===== src/lts_pkg.sv =====
// lts_pkg: constants, register map and types of the low-power touch scan controller
// assumes a single 250 MHz system clock and a plain register port
`default_nettype none

package lts_pkg;

  localparam int          LTS_NCH = 4;
  localparam int          LTS_CHW = 2;
  localparam int          LTS_RES_W = 16;
  localparam int          LTS_NIRQ = 4;

  // register byte offsets
  localparam logic [7:0]  LTS_OFF_CTRL_A_LOW  = 8'h00;
  localparam logic [7:0]  LTS_OFF_CTRL_A_HIGH = 8'h04;
  localparam logic [7:0]  LTS_OFF_CTRL_B_LOW  = 8'h08;
  localparam logic [7:0]  LTS_OFF_OFFSET_0    = 8'h0c;
  localparam logic [7:0]  LTS_OFF_OFFSET_1    = 8'h10;
  localparam logic [7:0]  LTS_OFF_RESULT      = 8'h14;
  localparam logic [7:0]  LTS_OFF_CHAN        = 8'h18;
  localparam logic [7:0]  LTS_OFF_TIMER       = 8'h1c;
  localparam logic [7:0]  LTS_OFF_STATUS      = 8'h20;
  localparam logic [7:0]  LTS_OFF_MASK        = 8'h24;
  localparam logic [7:0]  LTS_OFF_STATE       = 8'h28;

  // sense_ctrl_a_low bits
  localparam int          LTS_CAL_START  = 0;
  localparam int          LTS_CAL_TRIG   = 1;
  localparam int          LTS_CAL_SLEEP  = 2;
  localparam int          LTS_CAL_SCAN   = 3;
  localparam int          LTS_CAL_METHOD = 4;
  localparam int          LTS_CAL_BOOST  = 5;
  // sense_ctrl_a_high bits
  localparam int          LTS_CAH_IDLE_LSB = 0;
  localparam int          LTS_CAH_DPSEL    = 2;
  localparam int          LTS_CAH_CLKMODE  = 3;
  // timer control bits
  localparam int          LTS_TMR_RUN  = 0;
  localparam int          LTS_TMR_LINK = 1;
  // status / mask bits
  localparam int          LTS_IRQ_END   = 0;
  localparam int          LTS_IRQ_WRREQ = 1;
  localparam int          LTS_IRQ_RDREQ = 2;
  localparam int          LTS_IRQ_DROP  = 3;

  localparam logic [1:0]  LTS_IDLE_LOW   = 2'h0;
  localparam logic [1:0]  LTS_IDLE_HIGH  = 2'h1;
  localparam logic [1:0]  LTS_IDLE_HIZ   = 2'h2;
  localparam logic [1:0]  LTS_IDLE_PULSE = 2'h3;

  localparam logic [7:0]  LTS_RST_BYTE = 8'h00;

  // timing
  localparam int          LTS_CLK_PERIOD_NS   = 4;
  localparam int          LTS_TICK_PERIOD_MS  = 100;
  localparam int          LTS_TICK_PERIOD_CYC = LTS_TICK_PERIOD_MS * 1000000 / LTS_CLK_PERIOD_NS;
  localparam int          LTS_SENSOR_UNIT_CLOCK_HALF_NS   = 250;
  localparam int          LTS_SENSOR_UNIT_CLOCK_HALF_CYC  = LTS_SENSOR_UNIT_CLOCK_HALF_NS / LTS_CLK_PERIOD_NS;

  typedef enum logic [2:0] {
    LTS_ST_IDLE,
    LTS_ST_WAIT,
    LTS_ST_WRREQ,
    LTS_ST_SETTLE,
    LTS_ST_COUNT,
    LTS_ST_RDREQ
  } lts_state_t;

endpackage

`default_nettype wire


===== src/lts_scan_ctrl.sv =====
// lts_scan_ctrl: interval timer, event link and capacitive scan sequencer
// assumes a transfer controller that services the request pulses over the register port
// Function
// - interval timer pulses its tick event once at the end of each 100 ms period.
// - event link passes the timer tick to the scan trigger input without software.
// - method bit 0 selects self-capacitance: the measured pin carries the drive pulse.
// - scan mode bit 1 measures channels zero through the one in the channel register per trigger.
// - trigger select bit 1 starts scans only from the linked timer event.
// - sleep run enable 1 lets a triggered scan run while the cpu is stopped.
// - boost power bit 1 turns the boost supply on during measurement.
// - idle pin select 00 drives all non-measured pins low while measuring.
// - drive select and clock mode both 1 take drive pulse from sensor unit clock.
// - settle wait field plus one sensor clock ticks precede counting.
// - measure count is two upper bits and six lower bits from two registers.
// - each channel raises a setting write request before it is measured.
// - after all channels an end interrupt fires and the unit returns to standby.
//
// Chosen here: the strobed register port and the address map.
`timescale 1ns/10ps
`default_nettype none

module lts_scan_ctrl
  import lts_pkg::*;
#(
  parameter int TICK_PERIOD_CYC = LTS_TICK_PERIOD_CYC
) (
  input  wire logic                 clk_sys,
  input  wire logic                 rstn,
  input  wire logic [7:0]           reg_addr,
  input  wire logic [31:0]          reg_wdata,
  input  wire logic                 reg_wr,
  input  wire logic                 reg_rd,
  output logic      [31:0]          reg_rdata,
  input  wire logic                 cpu_stopped,
  input  wire logic                 sense_in,
  output logic      [LTS_NCH-1:0]   ts_out,
  output logic      [LTS_NCH-1:0]   ts_oe,
  output logic                      boost_on,
  output logic                      interval_tick_event,
  output logic                      setting_write_request,
  output logic                      result_read_request,
  output logic                      measure_end_irq,
  output logic                      sleep_peripheral_run,
  output logic                      irq
);

  function automatic logic hit(input logic [7:0] a, input logic [7:0] off);
    hit = (a == off);
  endfunction

  ////////////////////////////////////////////////////////////////////////////
  // registers
  logic [7:0]            cal_reg, cah_reg, cbl_reg;
  logic [5:0]            off0_reg;
  logic [1:0]            off1_reg;
  logic [LTS_CHW-1:0]    chan_reg;
  logic [1:0]            tmr_ctl_reg;
  logic [LTS_NIRQ-1:0]   status_reg, status_next, mask_reg, irq_set;
  logic [31:0]           rdata_reg, rdata_next;
  logic [LTS_RES_W-1:0]  result_reg, result_next;
  lts_state_t            state_reg, state_next;
  logic [LTS_CHW-1:0]    ch_reg, ch_next;

  wire wr_cal  = reg_wr && hit(reg_addr, LTS_OFF_CTRL_A_LOW);
  wire wr_off0 = reg_wr && hit(reg_addr, LTS_OFF_OFFSET_0);
  wire wr_stat = reg_wr && hit(reg_addr, LTS_OFF_STATUS);
  wire rd_res  = reg_rd && hit(reg_addr, LTS_OFF_RESULT);

  wire       sw_trig    = cal_reg[LTS_CAL_TRIG];
  wire       sleep_en   = cal_reg[LTS_CAL_SLEEP];
  wire       scan_multi = cal_reg[LTS_CAL_SCAN];
  wire       method_mut = cal_reg[LTS_CAL_METHOD];
  wire [1:0] idle_sel   = cah_reg[LTS_CAH_IDLE_LSB +: 2];
  wire       su_drive   = cah_reg[LTS_CAH_DPSEL] && cah_reg[LTS_CAH_CLKMODE];
  wire [7:0] meas_n     = {off1_reg, off0_reg};

  // start bit: software sets, hardware clears at the end of a software-started scan
  wire sw_scan_end;
  wire start_next = wr_cal ? reg_wdata[LTS_CAL_START] : (cal_reg[LTS_CAL_START] && !sw_scan_end);

  always_ff @(posedge clk_sys or negedge rstn) begin
    if (!rstn) begin
      cal_reg     <= LTS_RST_BYTE;
      cah_reg     <= LTS_RST_BYTE;
      cbl_reg     <= LTS_RST_BYTE;
      off0_reg    <= '0;
      off1_reg    <= '0;
      chan_reg    <= '0;
      tmr_ctl_reg <= '0;
      mask_reg    <= '0;
    end else begin
      if (wr_cal) cal_reg <= reg_wdata[7:0];
      cal_reg[LTS_CAL_START] <= start_next;
      if (reg_wr && hit(reg_addr, LTS_OFF_CTRL_A_HIGH)) cah_reg <= reg_wdata[7:0];
      if (reg_wr && hit(reg_addr, LTS_OFF_CTRL_B_LOW)) cbl_reg <= reg_wdata[7:0];
      if (wr_off0) off0_reg <= reg_wdata[5:0];
      if (reg_wr && hit(reg_addr, LTS_OFF_OFFSET_1)) off1_reg <= reg_wdata[1:0];
      if (reg_wr && hit(reg_addr, LTS_OFF_CHAN)) chan_reg <= reg_wdata[LTS_CHW-1:0];
      if (reg_wr && hit(reg_addr, LTS_OFF_TIMER)) tmr_ctl_reg <= reg_wdata[1:0];
      if (reg_wr && hit(reg_addr, LTS_OFF_MASK)) mask_reg <= reg_wdata[LTS_NIRQ-1:0];
    end
  end

  always_comb begin
    rdata_next = '0;
    if (reg_rd) begin
      unique case (reg_addr)
        LTS_OFF_CTRL_A_LOW:  rdata_next = {24'h000000, cal_reg};
        LTS_OFF_CTRL_A_HIGH: rdata_next = {24'h000000, cah_reg};
        LTS_OFF_CTRL_B_LOW:  rdata_next = {24'h000000, cbl_reg};
        LTS_OFF_OFFSET_0:    rdata_next = {26'h0000000, off0_reg};
        LTS_OFF_OFFSET_1:    rdata_next = {30'h00000000, off1_reg};
        LTS_OFF_RESULT:      rdata_next = {16'h0000, result_reg};
        LTS_OFF_CHAN:        rdata_next = {30'h00000000, chan_reg};
        LTS_OFF_TIMER:       rdata_next = {30'h00000000, tmr_ctl_reg};
        LTS_OFF_STATUS:      rdata_next = {28'h0000000, status_reg};
        LTS_OFF_MASK:        rdata_next = {28'h0000000, mask_reg};
        LTS_OFF_STATE:       rdata_next = {27'h0000000, ch_reg, state_reg};
        default:             rdata_next = '0;
      endcase
    end
  end

  // set wins over a write-one clear in the same cycle
  assign status_next = (status_reg & ~(wr_stat ? reg_wdata[LTS_NIRQ-1:0] : '0)) | irq_set;

  always_ff @(posedge clk_sys or negedge rstn) begin
    if (!rstn) begin
      rdata_reg  <= '0;
      status_reg <= '0;
    end else begin
      rdata_reg  <= rdata_next;
      status_reg <= status_next;
    end
  end

  assign reg_rdata = rdata_reg;
  assign irq       = |(status_reg & mask_reg);

  ////////////////////////////////////////////////////////////////////////////
  // interval timer and event link
  logic [31:0] tmr_cnt_reg;
  logic        tick_reg;
  wire         tmr_last = (tmr_cnt_reg == 32'(TICK_PERIOD_CYC - 1));

  always_ff @(posedge clk_sys or negedge rstn) begin
    if (!rstn) begin
      tmr_cnt_reg <= '0;
      tick_reg    <= 1'b0;
    end else begin
      tmr_cnt_reg <= (!tmr_ctl_reg[LTS_TMR_RUN] || tmr_last) ? '0 : tmr_cnt_reg + 32'h1;
      tick_reg    <= tmr_ctl_reg[LTS_TMR_RUN] && tmr_last;
    end
  end

  assign interval_tick_event = tick_reg;
  wire link_trig = tick_reg && tmr_ctl_reg[LTS_TMR_LINK];

  ////////////////////////////////////////////////////////////////////////////
  // sensor unit clock, drive pulse and sense edge counting
  logic [7:0] su_cnt_reg;
  logic       su_tick_reg, su_half_reg, drive_reg;
  logic [2:0] sense_sync_reg;
  wire        pulse_tick = su_tick_reg && (su_drive || su_half_reg);
  wire        drive_rise = pulse_tick && !drive_reg;
  wire        sense_rise = sense_sync_reg[1] && !sense_sync_reg[2];
  wire        su_last    = (su_cnt_reg == 8'(LTS_SENSOR_UNIT_CLOCK_HALF_CYC - 1));

  always_ff @(posedge clk_sys or negedge rstn) begin
    if (!rstn) begin
      su_cnt_reg     <= '0;
      su_tick_reg    <= 1'b0;
      su_half_reg    <= 1'b0;
      drive_reg      <= 1'b0;
      sense_sync_reg <= '0;
    end else begin
      su_cnt_reg     <= su_last ? '0 : su_cnt_reg + 8'h1;
      su_tick_reg    <= su_last;
      su_half_reg    <= su_half_reg ^ su_tick_reg;
      drive_reg      <= pulse_tick ? !drive_reg : drive_reg;
      sense_sync_reg <= {sense_sync_reg[1:0], sense_in};
    end
  end

  ////////////////////////////////////////////////////////////////////////////
  // scan sequencer
  logic [7:0] settle_cnt_reg, settle_next, pcnt_reg, pcnt_next;
  wire busy     = (state_reg != LTS_ST_IDLE) && (state_reg != LTS_ST_WAIT);
  wire trig_ok  = link_trig && sw_trig && (!cpu_stopped || sleep_en);
  wire ch_last  = !scan_multi || (ch_reg == chan_reg);
  wire settle_done = su_tick_reg && (settle_cnt_reg == cbl_reg);
  wire count_done  = (meas_n == 8'h00) || (drive_rise && (pcnt_reg == meas_n - 8'h01));
  wire scan_done   = (state_reg == LTS_ST_RDREQ) && rd_res && ch_last;
  wire [LTS_CHW-1:0] first_ch = scan_multi ? LTS_CHW'(0) : chan_reg;
  assign sw_scan_end = scan_done && !sw_trig;

  always_comb begin
    state_next  = state_reg;
    ch_next     = ch_reg;
    settle_next = settle_cnt_reg;
    pcnt_next   = pcnt_reg;
    result_next = result_reg;
    unique case (state_reg)
      LTS_ST_IDLE: begin
        ch_next = first_ch;
        if (cal_reg[LTS_CAL_START]) state_next = sw_trig ? LTS_ST_WAIT : LTS_ST_WRREQ;
      end
      LTS_ST_WAIT: begin
        ch_next = first_ch;
        if (trig_ok) state_next = LTS_ST_WRREQ;
      end
      LTS_ST_WRREQ: begin
        settle_next = '0;
        if (wr_off0) state_next = LTS_ST_SETTLE;
      end
      LTS_ST_SETTLE: begin
        pcnt_next   = '0;
        result_next = '0;
        if (su_tick_reg) settle_next = settle_cnt_reg + 8'h01;
        if (settle_done) state_next = LTS_ST_COUNT;
      end
      LTS_ST_COUNT: begin
        if (drive_rise) pcnt_next = pcnt_reg + 8'h01;
        if (sense_rise && !(&result_reg)) result_next = result_reg + 16'h0001;
        if (count_done) state_next = LTS_ST_RDREQ;
      end
      LTS_ST_RDREQ: begin
        if (rd_res) begin
          if (ch_last) begin
            state_next = sw_trig ? LTS_ST_WAIT : LTS_ST_IDLE;
          end else begin
            state_next = LTS_ST_WRREQ;
            ch_next    = ch_reg + LTS_CHW'(1);
          end
        end
      end
      default: state_next = LTS_ST_IDLE;
    endcase
    if (!cal_reg[LTS_CAL_START]) state_next = LTS_ST_IDLE;
  end

  logic wrreq_reg, rdreq_reg, end_reg, sleep_run_reg, boost_reg;
  wire  enter_wr = (state_next == LTS_ST_WRREQ) && (state_reg != LTS_ST_WRREQ);
  wire  enter_rd = (state_next == LTS_ST_RDREQ) && (state_reg != LTS_ST_RDREQ);
  wire  scanning = (state_reg == LTS_ST_SETTLE) || (state_reg == LTS_ST_COUNT);

  assign irq_set = {link_trig && busy, enter_rd, enter_wr, scan_done};

  always_ff @(posedge clk_sys or negedge rstn) begin
    if (!rstn) begin
      state_reg      <= LTS_ST_IDLE;
      ch_reg         <= '0;
      settle_cnt_reg <= '0;
      pcnt_reg       <= '0;
      result_reg     <= '0;
      wrreq_reg      <= 1'b0;
      rdreq_reg      <= 1'b0;
      end_reg        <= 1'b0;
      sleep_run_reg  <= 1'b0;
      boost_reg      <= 1'b0;
    end else begin
      state_reg      <= state_next;
      ch_reg         <= ch_next;
      settle_cnt_reg <= settle_next;
      pcnt_reg       <= pcnt_next;
      result_reg     <= result_next;
      wrreq_reg      <= enter_wr;
      rdreq_reg      <= enter_rd;
      end_reg        <= scan_done;
      sleep_run_reg  <= (state_next != LTS_ST_IDLE) && (state_next != LTS_ST_WAIT) && cpu_stopped;
      boost_reg      <= cal_reg[LTS_CAL_BOOST] && (state_next == LTS_ST_SETTLE ||
                                                   state_next == LTS_ST_COUNT);
    end
  end

  assign setting_write_request = wrreq_reg;
  assign result_read_request   = rdreq_reg;
  assign measure_end_irq       = end_reg;
  assign sleep_peripheral_run  = sleep_run_reg;
  assign boost_on              = boost_reg;

  ////////////////////////////////////////////////////////////////////////////
  // sensor pins
  logic [LTS_NCH-1:0] pin_out_next, pin_oe_next, pin_out_reg, pin_oe_reg;

  for (genvar g = 0; g < LTS_NCH; g++) begin : g_pin
    wire meas = scanning && (ch_reg == LTS_CHW'(g));
    assign pin_out_next[g] = (meas || idle_sel == LTS_IDLE_PULSE) ? drive_reg :
                             (idle_sel == LTS_IDLE_HIGH);
    assign pin_oe_next[g]  = scanning && (meas ? !method_mut : (idle_sel != LTS_IDLE_HIZ));
  end

  always_ff @(posedge clk_sys or negedge rstn) begin
    if (!rstn) begin
      pin_out_reg <= '0;
      pin_oe_reg  <= '0;
    end else begin
      pin_out_reg <= pin_out_next;
      pin_oe_reg  <= pin_oe_next;
    end
  end

  assign ts_out = pin_out_reg;
  assign ts_oe  = pin_oe_reg;

  ////////////////////////////////////////////////////////////////////////////
  // assertions
  property p_tick_period;
    @(posedge clk_sys) disable iff (!rstn)
    interval_tick_event |-> $past(tmr_last) && $past(tmr_ctl_reg[LTS_TMR_RUN]);
  endproperty
  a_tick_period: assert property (p_tick_period) else $error("tick off period end");

  property p_link_start;
    @(posedge clk_sys) disable iff (!rstn)
    state_reg == LTS_ST_WAIT && link_trig && sw_trig && cal_reg[LTS_CAL_START] &&
      (!cpu_stopped || sleep_en)
      |=> state_reg == LTS_ST_WRREQ ##0 setting_write_request;
  endproperty
  a_link_start: assert property (p_link_start) else $error("linked tick did not start scan");

  property p_self_drive;
    @(posedge clk_sys) disable iff (!rstn)
    state_reg == LTS_ST_COUNT && !method_mut |=> ts_oe[$past(ch_reg)] &&
      ts_out[$past(ch_reg)] == $past(drive_reg);
  endproperty
  a_self_drive: assert property (p_self_drive) else $error("measured pin not driven");

  property p_multi_next;
    @(posedge clk_sys) disable iff (!rstn)
    state_reg == LTS_ST_RDREQ && rd_res && !ch_last && cal_reg[LTS_CAL_START]
      |=> state_reg == LTS_ST_WRREQ && ch_reg == $past(ch_reg) + LTS_CHW'(1);
  endproperty
  a_multi_next: assert property (p_multi_next) else $error("next channel not taken");

  property p_trig_only;
    @(posedge clk_sys) disable iff (!rstn)
    state_reg == LTS_ST_WAIT && !trig_ok |=> state_reg inside {LTS_ST_WAIT, LTS_ST_IDLE};
  endproperty
  a_trig_only: assert property (p_trig_only) else $error("scan left wait without trigger");

  property p_sleep_block;
    @(posedge clk_sys) disable iff (!rstn)
    state_reg == LTS_ST_WAIT && cpu_stopped && !sleep_en |=> !setting_write_request;
  endproperty
  a_sleep_block: assert property (p_sleep_block) else $error("scan ran in stop without enable");

  property p_boost;
    @(posedge clk_sys) disable iff (!rstn)
    boost_on |-> scanning && $past(cal_reg[LTS_CAL_BOOST]);
  endproperty
  a_boost: assert property (p_boost) else $error("boost on outside measurement");

  property p_idle_low;
    @(posedge clk_sys) disable iff (!rstn)
    scanning && idle_sel == LTS_IDLE_LOW ##1 ts_oe != '0
      |-> (ts_out & ~(LTS_NCH'(1) << $past(ch_reg))) == '0;
  endproperty
  a_idle_low: assert property (p_idle_low) else $error("idle pin not low");

  property p_su_drive;
    @(posedge clk_sys) disable iff (!rstn)
    su_drive && su_tick_reg |=> drive_reg != $past(drive_reg);
  endproperty
  a_su_drive: assert property (p_su_drive) else $error("drive not on sensor clock");

  property p_settle;
    @(posedge clk_sys) disable iff (!rstn)
    state_reg == LTS_ST_SETTLE && cal_reg[LTS_CAL_START] && su_tick_reg &&
      settle_cnt_reg == cbl_reg |=> state_reg == LTS_ST_COUNT;
  endproperty
  a_settle: assert property (p_settle) else $error("settle wait length wrong");

  property p_end_irq;
    @(posedge clk_sys) disable iff (!rstn)
    measure_end_irq |-> status_reg[LTS_IRQ_END] && state_reg inside {LTS_ST_WAIT, LTS_ST_IDLE};
  endproperty
  a_end_irq: assert property (p_end_irq) else $error("end irq without standby");

  property p_drop;
    @(posedge clk_sys) disable iff (!rstn)
    busy && link_trig |=> status_reg[LTS_IRQ_DROP];
  endproperty
  a_drop: assert property (p_drop) else $error("busy trigger not flagged");

  c_scan_end:  cover property (@(posedge clk_sys) disable iff (!rstn) measure_end_irq);
  c_multi:     cover property (@(posedge clk_sys) disable iff (!rstn)
                               state_reg == LTS_ST_RDREQ && rd_res && !ch_last);
  c_drop:      cover property (@(posedge clk_sys) disable iff (!rstn) busy && link_trig);
  c_sleep_run: cover property (@(posedge clk_sys) disable iff (!rstn) sleep_peripheral_run);

endmodule

`default_nettype wire


===== config.mk =====
export PLATFORM = sky130hd
export DESIGN_NAME = lts_scan_ctrl
export DESIGN_NICKNAME = d
export VERILOG_FILES = /design/src/lts_pkg.sv /design/src/lts_scan_ctrl.sv
export SDC_FILE = /design/constraint.sdc
export NUM_CORES = 1
export LEC_CHECK = 0
export BUFFER_PORTS_ARGS = -buffer_cell sky130_fd_sc_hd__buf_2
export CAP_MARGIN = 20
export CORE_UTILIZATION = 55
export CTS_BUF_LIST = sky130_fd_sc_hd__clkbuf_16
export CTS_CLUSTER_DIAMETER = 150
export DETAILED_ROUTE_END_ITERATION = 8
export PLACE_DENSITY = 0.81
export SYNTH_ARGS = -nofsm -noshare
export SYNTH_HDL_FRONTEND = slang
export SYNTH_SLANG_ARGS = --single-unit

===== constraint.sdc =====
create_clock -name clk_sys -period 2.2 [get_ports clk_sys]
set_input_delay 0.11 -clock clk_sys [delete_from_list [all_inputs] [get_ports clk_sys]]
set_output_delay 0.11 -clock clk_sys [all_outputs]
set_load 0.03 [all_outputs]

==> results by group, run 1 <==
Route
  • Drt wl/cell: 18.01 µm
  • Remaining antenna violation count: 0
  • Vias: 6153
  • Routed WL: between 15 and 20 mm
  • First-iteration detailed-routing DRC count: 700
  • Via density: 5.922
  • DR pass1 iterations: 5
  • Drc violations: 0

Critical path
  • Startpoint types: register
  • Critical Path End Type: register
  • Critical Path AT: 2.39 ns
  • Critical-path cell list: buf_4 > or3b_2 > o22ai_1 > nor4_2 > o31a_2 > a32o_1
  • Critical setup path kind: register to register
  • Crit Path Max Fanout: 9
  • Crit path max-delay family: compound AO/OA/AOI/OAI gates
  • Required time worst endpoint: 2.51 ns
  • CP bufs+invs: 1
  • Slowest CP cell: or3b_2
  • CP max stage delay: 0.57 ns

Place
  • DP Area: 8496 µm²
  • Gpl congestion: 0.9612
  • I/O Buffers: 52
  • HPWL after DPL: 12.97 mm

Synth
  • Synthesized flop and latch total: 157
  • Number of synthesized flops with an enable pin: 0
  • Post-synthesis async set-or-reset flop share: 1.000
  • Post-synthesis sequential area ratio: 0.4972
  • Ranking of synthesized cells by area: dfrtp_1 (50%), xor2_1 (5.7%), mux2_2 (4.7%), nor2_1 (4.3%), xnor2_1 (3.0%)
  • Main flop type after synthesis: dfrtp_1
  • Top cells by count, synth: dfrtp_1 (157), nor2_1 (91), nand2_1 (52), xor2_1 (51), nand3_1 (36)
  • Mapped Area: 7901 µm²
  • Syn_area_per_cell: 10.34 µm²
  • Mapped Cells: 764
  • Most common cell in the netlist: dfrtp_1
  • Synth unique cells: 70
  • Share of the synthesized area in the top cell type: 0.4972
  • Synth warnings: 0
  • Most area-hungry cell type in the Yosys netlist: dfrtp_1

Clock network
  • Number of H-tree levels: 4
  • Clk pin slew, worst setup/hold paths: roughly 0.060 ns
  • Worst skew pair latency: 0.43 ns
  • Clock tree buffer depth: 2
  • CTS tree: built
  • Clock Sinks: ~160
  • Root buffer cell: clkbuf_16
  • Total CTS buffers: 17

Job
  • Maxcap violations: 0

Global routing
  • Global route overflow: 0
  • First-pass GRT wire length: between 30 and 40 mm
  • Number of global-route vias before repair: approximately 6200
  • Tot GR Track Use: 0.2727
  • Initial antenna violation count: 0
  • Largest net degree at the start of global routing: 56

Die
  • Cell Rows: 43
  • Core ar.: about 14000 µm²
  • DIE WIDTH: around 120 µm
  • Effective utilization at floorplan: 0.5670
  • Ports: between 90 and 100
  • Die Y-Extent: 121.9 µm
  • Die Area: 14850 µm²

Timing
  • Final setup TNS: 0 ns
  • Worst-Margin Slew: roughly 0.64 ns
  • Max Freq: 0.4816 GHz
  • Layout Skew: 0.01147 ns
  • # setup viols final: 0
  • Tmin final: approximately 2.1 ns
  • Final Max Slew Viols: 0
  • Hold slack: 0.03798 ns
  • Final period util: 0.9438
  • Final Hold Fails: 0
  • Slew Limit Headroom: 0.5718

Power
  • Leak: 4.373 nW
  • Power, Total: around 6.6 mW
  • P per Cell Area: 717.7 nW/µm²
  • Worst vdd ir: 600.0 µV

Final layout
  • N_diodes: 0
  • Design Area, Final: between 9000 and 10000 µm²
  • # nets final: 905
  • Area Growth Syn to Fin: 16.72%
  • Max reg flops: 32
  • Layout cells sized above 1: 0.2014

Hold path
  • Worst hold path type: primary input to register

Outcome
  • Outcome: complete, no violations
[per-layer routing]
layer | global-route usage | up-vias | routed length (µm)
li1 | - | 2845 | -
met1 | 0.3468 | 2963 | 7684
met2 | 0.4340 | 282 | 8987
met3 | 0.07350 | 63 | 1450
met4 | 0.1242 | 0 | 588
met5 | 0 | - | 0
[worst reg2reg max path: cells and delay by family, from the launching register on]
| kind | cells | cell delay, ns |
|---|---|---|
| compound gates | 3 | 0.66 |
| simple gates | 2 | 0.66 |
| flops | 1 | 0.47 |
| buf+inv | 1 | 0.17 |
[cell type report]
type	instances	area (µm²)
repair buffers	93	629.4
clock inverters	14	190.2
fillers	1037	4712
clock buffers	17	425.4
flip-flops and latches	157	3933
inverters	15	56.30
multi-input cells	563	3764
well taps	180	225.2
[metrics by stage]
step                      utilization  instances  setup slack (ns)
after floorplan                     -        779            0.2085
after global placement         0.6097       1000           0.01540
after detailed placement       0.6097       1000          -0.02343
after CTS                      0.6598       1038           0.05522
after global routing           0.6618       1039         -0.002672
final                          0.6618       1039            0.1237
[repair_timing]
item	in CTS	in global routing
hold buffers	7	0
resized for setup	2	6
setup endpoints to repair	4	5
buffers inserted	0	1
endpoints found under the hold margin	64	0
pin swaps	0	2
[path summary, 6_finish.rpt]
kind | startpoint | end | slack, ns | cells past startpoint
min in group asynchronous | rstn | reg_rdata[13] | 0.21 | 2
max in group asynchronous | rstn | off0_reg[0] | 1.36 | 3
setup / recovery | state_reg[0] | status_reg[1] | 0.12 | 6
setup reg to reg | state_reg[0] | status_reg[1] | 0.12 | 6
hold / removal | reg_wdata[4] | cal_reg[4] | 0.04 | 2
hold reg to reg | sense_sync_reg[0] | sense_sync_reg[1] | 0.35 | 0
[cells in the final DEF (no fill, tap or decap), types with 4 or more instances in the layout]
cell           instances
and2_1                16
clkbuf_16             17
ha_1                  12
nor2b_1                5
xor2_1                51
buf_4                 31
a31oi_1                9
nor3_1                10
a22oi_1               15
xnor2_1               27
and3_1                25
nor4_1                 4
bufinv_16              4
nand3_1               36
o21ai_0               26
inv_1                 15
dfrtp_1              154
nand4_1               14
nor4_2                 6
mux2i_1                4
buf_2                 51
conb_1                16
a21oi_1               21
or3_1                  5
dlygate4sd3_1          7
a22o_1                 6
and4_1                 4
nor2_1                91
nand3b_1               4
mux2_2                33
nand2_1               52
a211oi_1               4
nand2b_1               9
[logic make-up after synthesis]
| group | share of synthesized area |
|---|---|
| mux | 0.05495 |
| compound gates | 0.09691 |
| other cells | 0.0004746 |
| simple gates | 0.2076 |
| flops | 0.4972 |
| xor+xnor | 0.08646 |
| buf+inv | 0.03737 |
| fa+ha+maj | 0.01900 |
[power breakdown]
part	total [mW]	internal, mW	switching (mW)
registers	3.04	2.95	0.0923
clock network	3.08	1.89	1.19
logic	0.492	0.184	0.308
Note: power is estimated with default switching activity, not from simulation.
==> run 2: changes to the inputs <==
--- a/config.mk
+++ b/config.mk
@@ -7,11 +7,13 @@
 export LEC_CHECK = 0
 export BUFFER_PORTS_ARGS = -buffer_cell sky130_fd_sc_hd__buf_2
 export CAP_MARGIN = 20
-export CORE_UTILIZATION = 55
+export CELL_PAD_IN_SITES_DETAIL_PLACEMENT = 1
+export CELL_PAD_IN_SITES_GLOBAL_PLACEMENT = 1
+export CORE_UTILIZATION = 46
 export CTS_BUF_LIST = sky130_fd_sc_hd__clkbuf_16
 export CTS_CLUSTER_DIAMETER = 150
 export DETAILED_ROUTE_END_ITERATION = 8
-export PLACE_DENSITY = 0.81
+export PLACE_DENSITY = 0.85
 export SYNTH_ARGS = -nofsm -noshare
 export SYNTH_HDL_FRONTEND = slang
 export SYNTH_SLANG_ARGS = --single-unit
==> results by group, run 2 (synthesis results as in run 1) <==
Critical path
  • Required time worst endpoint: 2.51 ns (about the same)
  • Critical Path End Type: register
  • Crit Path Max Fanout: 12 (+3)
  • FF-to-FF setup slack: 0.08 ns (-0.05 ns)
  • R2r endpoint: result_reg[5]
  • Critical setup path kind: register to register
  • Critical Path AT: 2.43 ns (+0.04 ns)
  • Startpoint types: register
  • R2R cell count: 7 (+1)
  • R2R Path Start: result_reg[3]

Timing
  • Slew Limit Headroom: 0.4090 (-0.1628)
  • Final Hold Fails: 0 (unchanged)
  • Layout Skew: 0.01209 ns (+0.0006187 ns)
  • Final period util: 0.9657 (+0.02195)
  • Max Freq: 0.4707 GHz (-2.3%)
  • Final Max Slew Viols: 0 (unchanged)
  • Worst-Margin Slew: 0.8856 ns (+0.2440 ns)
  • # setup viols final: 0 (unchanged)
  • Tmin final: 2.125 ns (+0.04829 ns)

Die
  • Effective utilization at floorplan: 0.4731 (-0.09392)
  • Die Y-Extent: 133.1 µm (+9.2%)
  • Die Area: 17710 µm² (+19%)
  • Cell Rows: 47 (+9.3%)
  • DIE WIDTH: 133.1 µm (+9.2%)
  • Ports: 93 (unchanged)
  • Core ar.: 16700 µm² (+20%)

Global routing
  • Largest net degree at the start of global routing: 61 (+8.9%)
  • Initial antenna violation count: 0 (unchanged)
  • First-pass GRT wire length: 35.15 mm (+14%)
  • Tot GR Track Use: 0.2591 (-0.01355)
  • Number of global-route vias before repair: 6583 (+5.9%)
  • Global route overflow: 0 (unchanged)

Clock network
  • Number of H-tree levels: 4 (unchanged)
  • CTS tree: built
  • Root buffer cell: clkbuf_16
  • Clock tree buffer depth: 2 (unchanged)
  • Total CTS buffers: 17 (unchanged)
  • Worst skew pair latency: 0.43 ns (about the same)
  • Clk pin slew, worst setup/hold paths: 0.07 ns (about the same)
  • Clock Sinks: 157 (unchanged)

Power
  • Leak: 4.362 nW (-0.25%)
  • P per Cell Area: 686.2 nW/µm² (-4.4%)
  • Worst vdd ir: 559.6 µV (-6.7%)

Hold path
  • HP Start: reg_wdata[3]
  • Hold Path Sink: cah_reg[3]
  • Worst hold path type: primary input to register
  • Hold Path Stages: 2 (unchanged)

Final layout
  • Max reg flops: 32 (unchanged)
  • Design Area, Final: 9208 µm² (-0.16%)
  • Highest-count cells in the layout ignoring fill and taps: dfrtp_1 (156), nor2_1 (91), nand2_1 (52), xor2_1 (51), buf_2 (51)
  • Final Instance Count excl. Fillers: 1080 (+3.9%)
  • N_diodes: 0 (unchanged)
  • # nets final: 906 (+0.11%)
  • Layout cells sized above 1: 0.1977 (-0.003723)
  • Area Growth Syn to Fin: 16.53%
  • Commonest non-fill, non-tap cell in the layout: dfrtp_1

Place
  • HPWL after DPL: 15.28 mm (+18%)
  • DP Area: 8558 µm² (+0.74%)
  • Placed Cells incl. Taps: 1040 (+4.0%)
  • I/O Buffers: 52 (unchanged)
  • Gpl congestion: 0.9039 (-6.0%)

Job
  • Maxcap violations: 0 (unchanged)

Route
  • Drc violations: 0 (unchanged)
  • Via density: 5.729 (-3.3%)
  • Routed WL: 21.82 mm (+17%)
  • Remaining antenna violation count: 0 (unchanged)
  • DR pass1 iterations: 5 (unchanged)
  • Drt wl/cell: 20.20 µm (+12%)
  • Vias: 6187 (+0.55%)
  • First-iteration detailed-routing DRC count: 368 (-47%)

Outcome
  • Outcome: complete, no violations
## run 2: layout make-up
type / instances / area [µm²]
multi-input cells: 563 / 3751
clock inverters: 14 / 120.1
repair buffers: 94 / 649.4
clock buffers: 17 / 425.4
inverters: 15 / 56.30
fillers: 1841 / 7493
well taps: 220 / 275.3
flip-flops and latches: 157 / 3930
## run 2: report_power, final
group          switching, mW  leakage, nW  internal, mW
Clock                   1.22        0.265          1.55
Sequential            0.0906         2.15          2.95
Combinational          0.322         1.95         0.182
Total                   1.64         4.36          4.68
## run 2: worst max-delay path, stage by stage (launching register included)
cell and delay [ns]:
dfrtp_1 0.47, nand4_1 0.25, or2_1 0.40, o31ai_1 0.27, buf_4 0.22, nor3_1 0.08, xnor2_1 0.22, nor2_1 0.08
## run 2: through the flow
stage	worst slack, ns	TNS (ns)	hold WS (ns)	util	total power, mW
2_1_floorplan	0.2085	0	-0.1856	-	3.350
3_3_place_gp	0.06848	0	0.1363	0.5124	3.540
3_5_place_dp	-0.03524	-0.06477	0.1443	0.5124	3.569
4_1_cts	0.02509	0	0.02305	0.5497	6.358
5_1_grt	-0.008838	-0.01663	0.03875	0.5513	6.519
6_report	0.07541	0	0.04371	0.5513	6.318
## run 2: worst max-delay path by stage
stage	start	end	slack, ns	cells past startpoint
finish	result_reg[3]	result_reg[5]	0.08	7
global route	settle_cnt_reg[4]	boost_on	-0.009	6
CTS	state_reg[0]	result_reg[13]	0.03	6
detailed placement	settle_cnt_reg[4]	boost_on	-0.04	6
global placement	settle_cnt_reg[4]	boost_on	0.07	6
floorplan	off0_reg[0]	status_reg[1]	0.21	8
## run 2: layer usage
| metal | track usage | up-vias | share of wire | wire length, µm |
|---|---|---|---|---|
| met4 | 0.1450 | 0 | 0.043 | 933 |
| met3 | 0.04789 | 64 | 0.049 | 1064 |
| met1 | 0.3154 | 3074 | 0.41 | 8952 |
| li1 | - | 2837 | - | - |
| met2 | 0.4331 | 212 | 0.50 | 10870 |
| met5 | 0 | - | 0 | 0 |
## run 2: what timing repair did
action / CTS / global route
hold endpoints to repair: 69 / 0
gates resized for setup: 2 / 3
endpoints found under the setup margin: 5 / 7
setup buffers: 0 / 2
cloned: 0 / 0
pin swaps: 0 / 1
hold buffers: 7 / 0
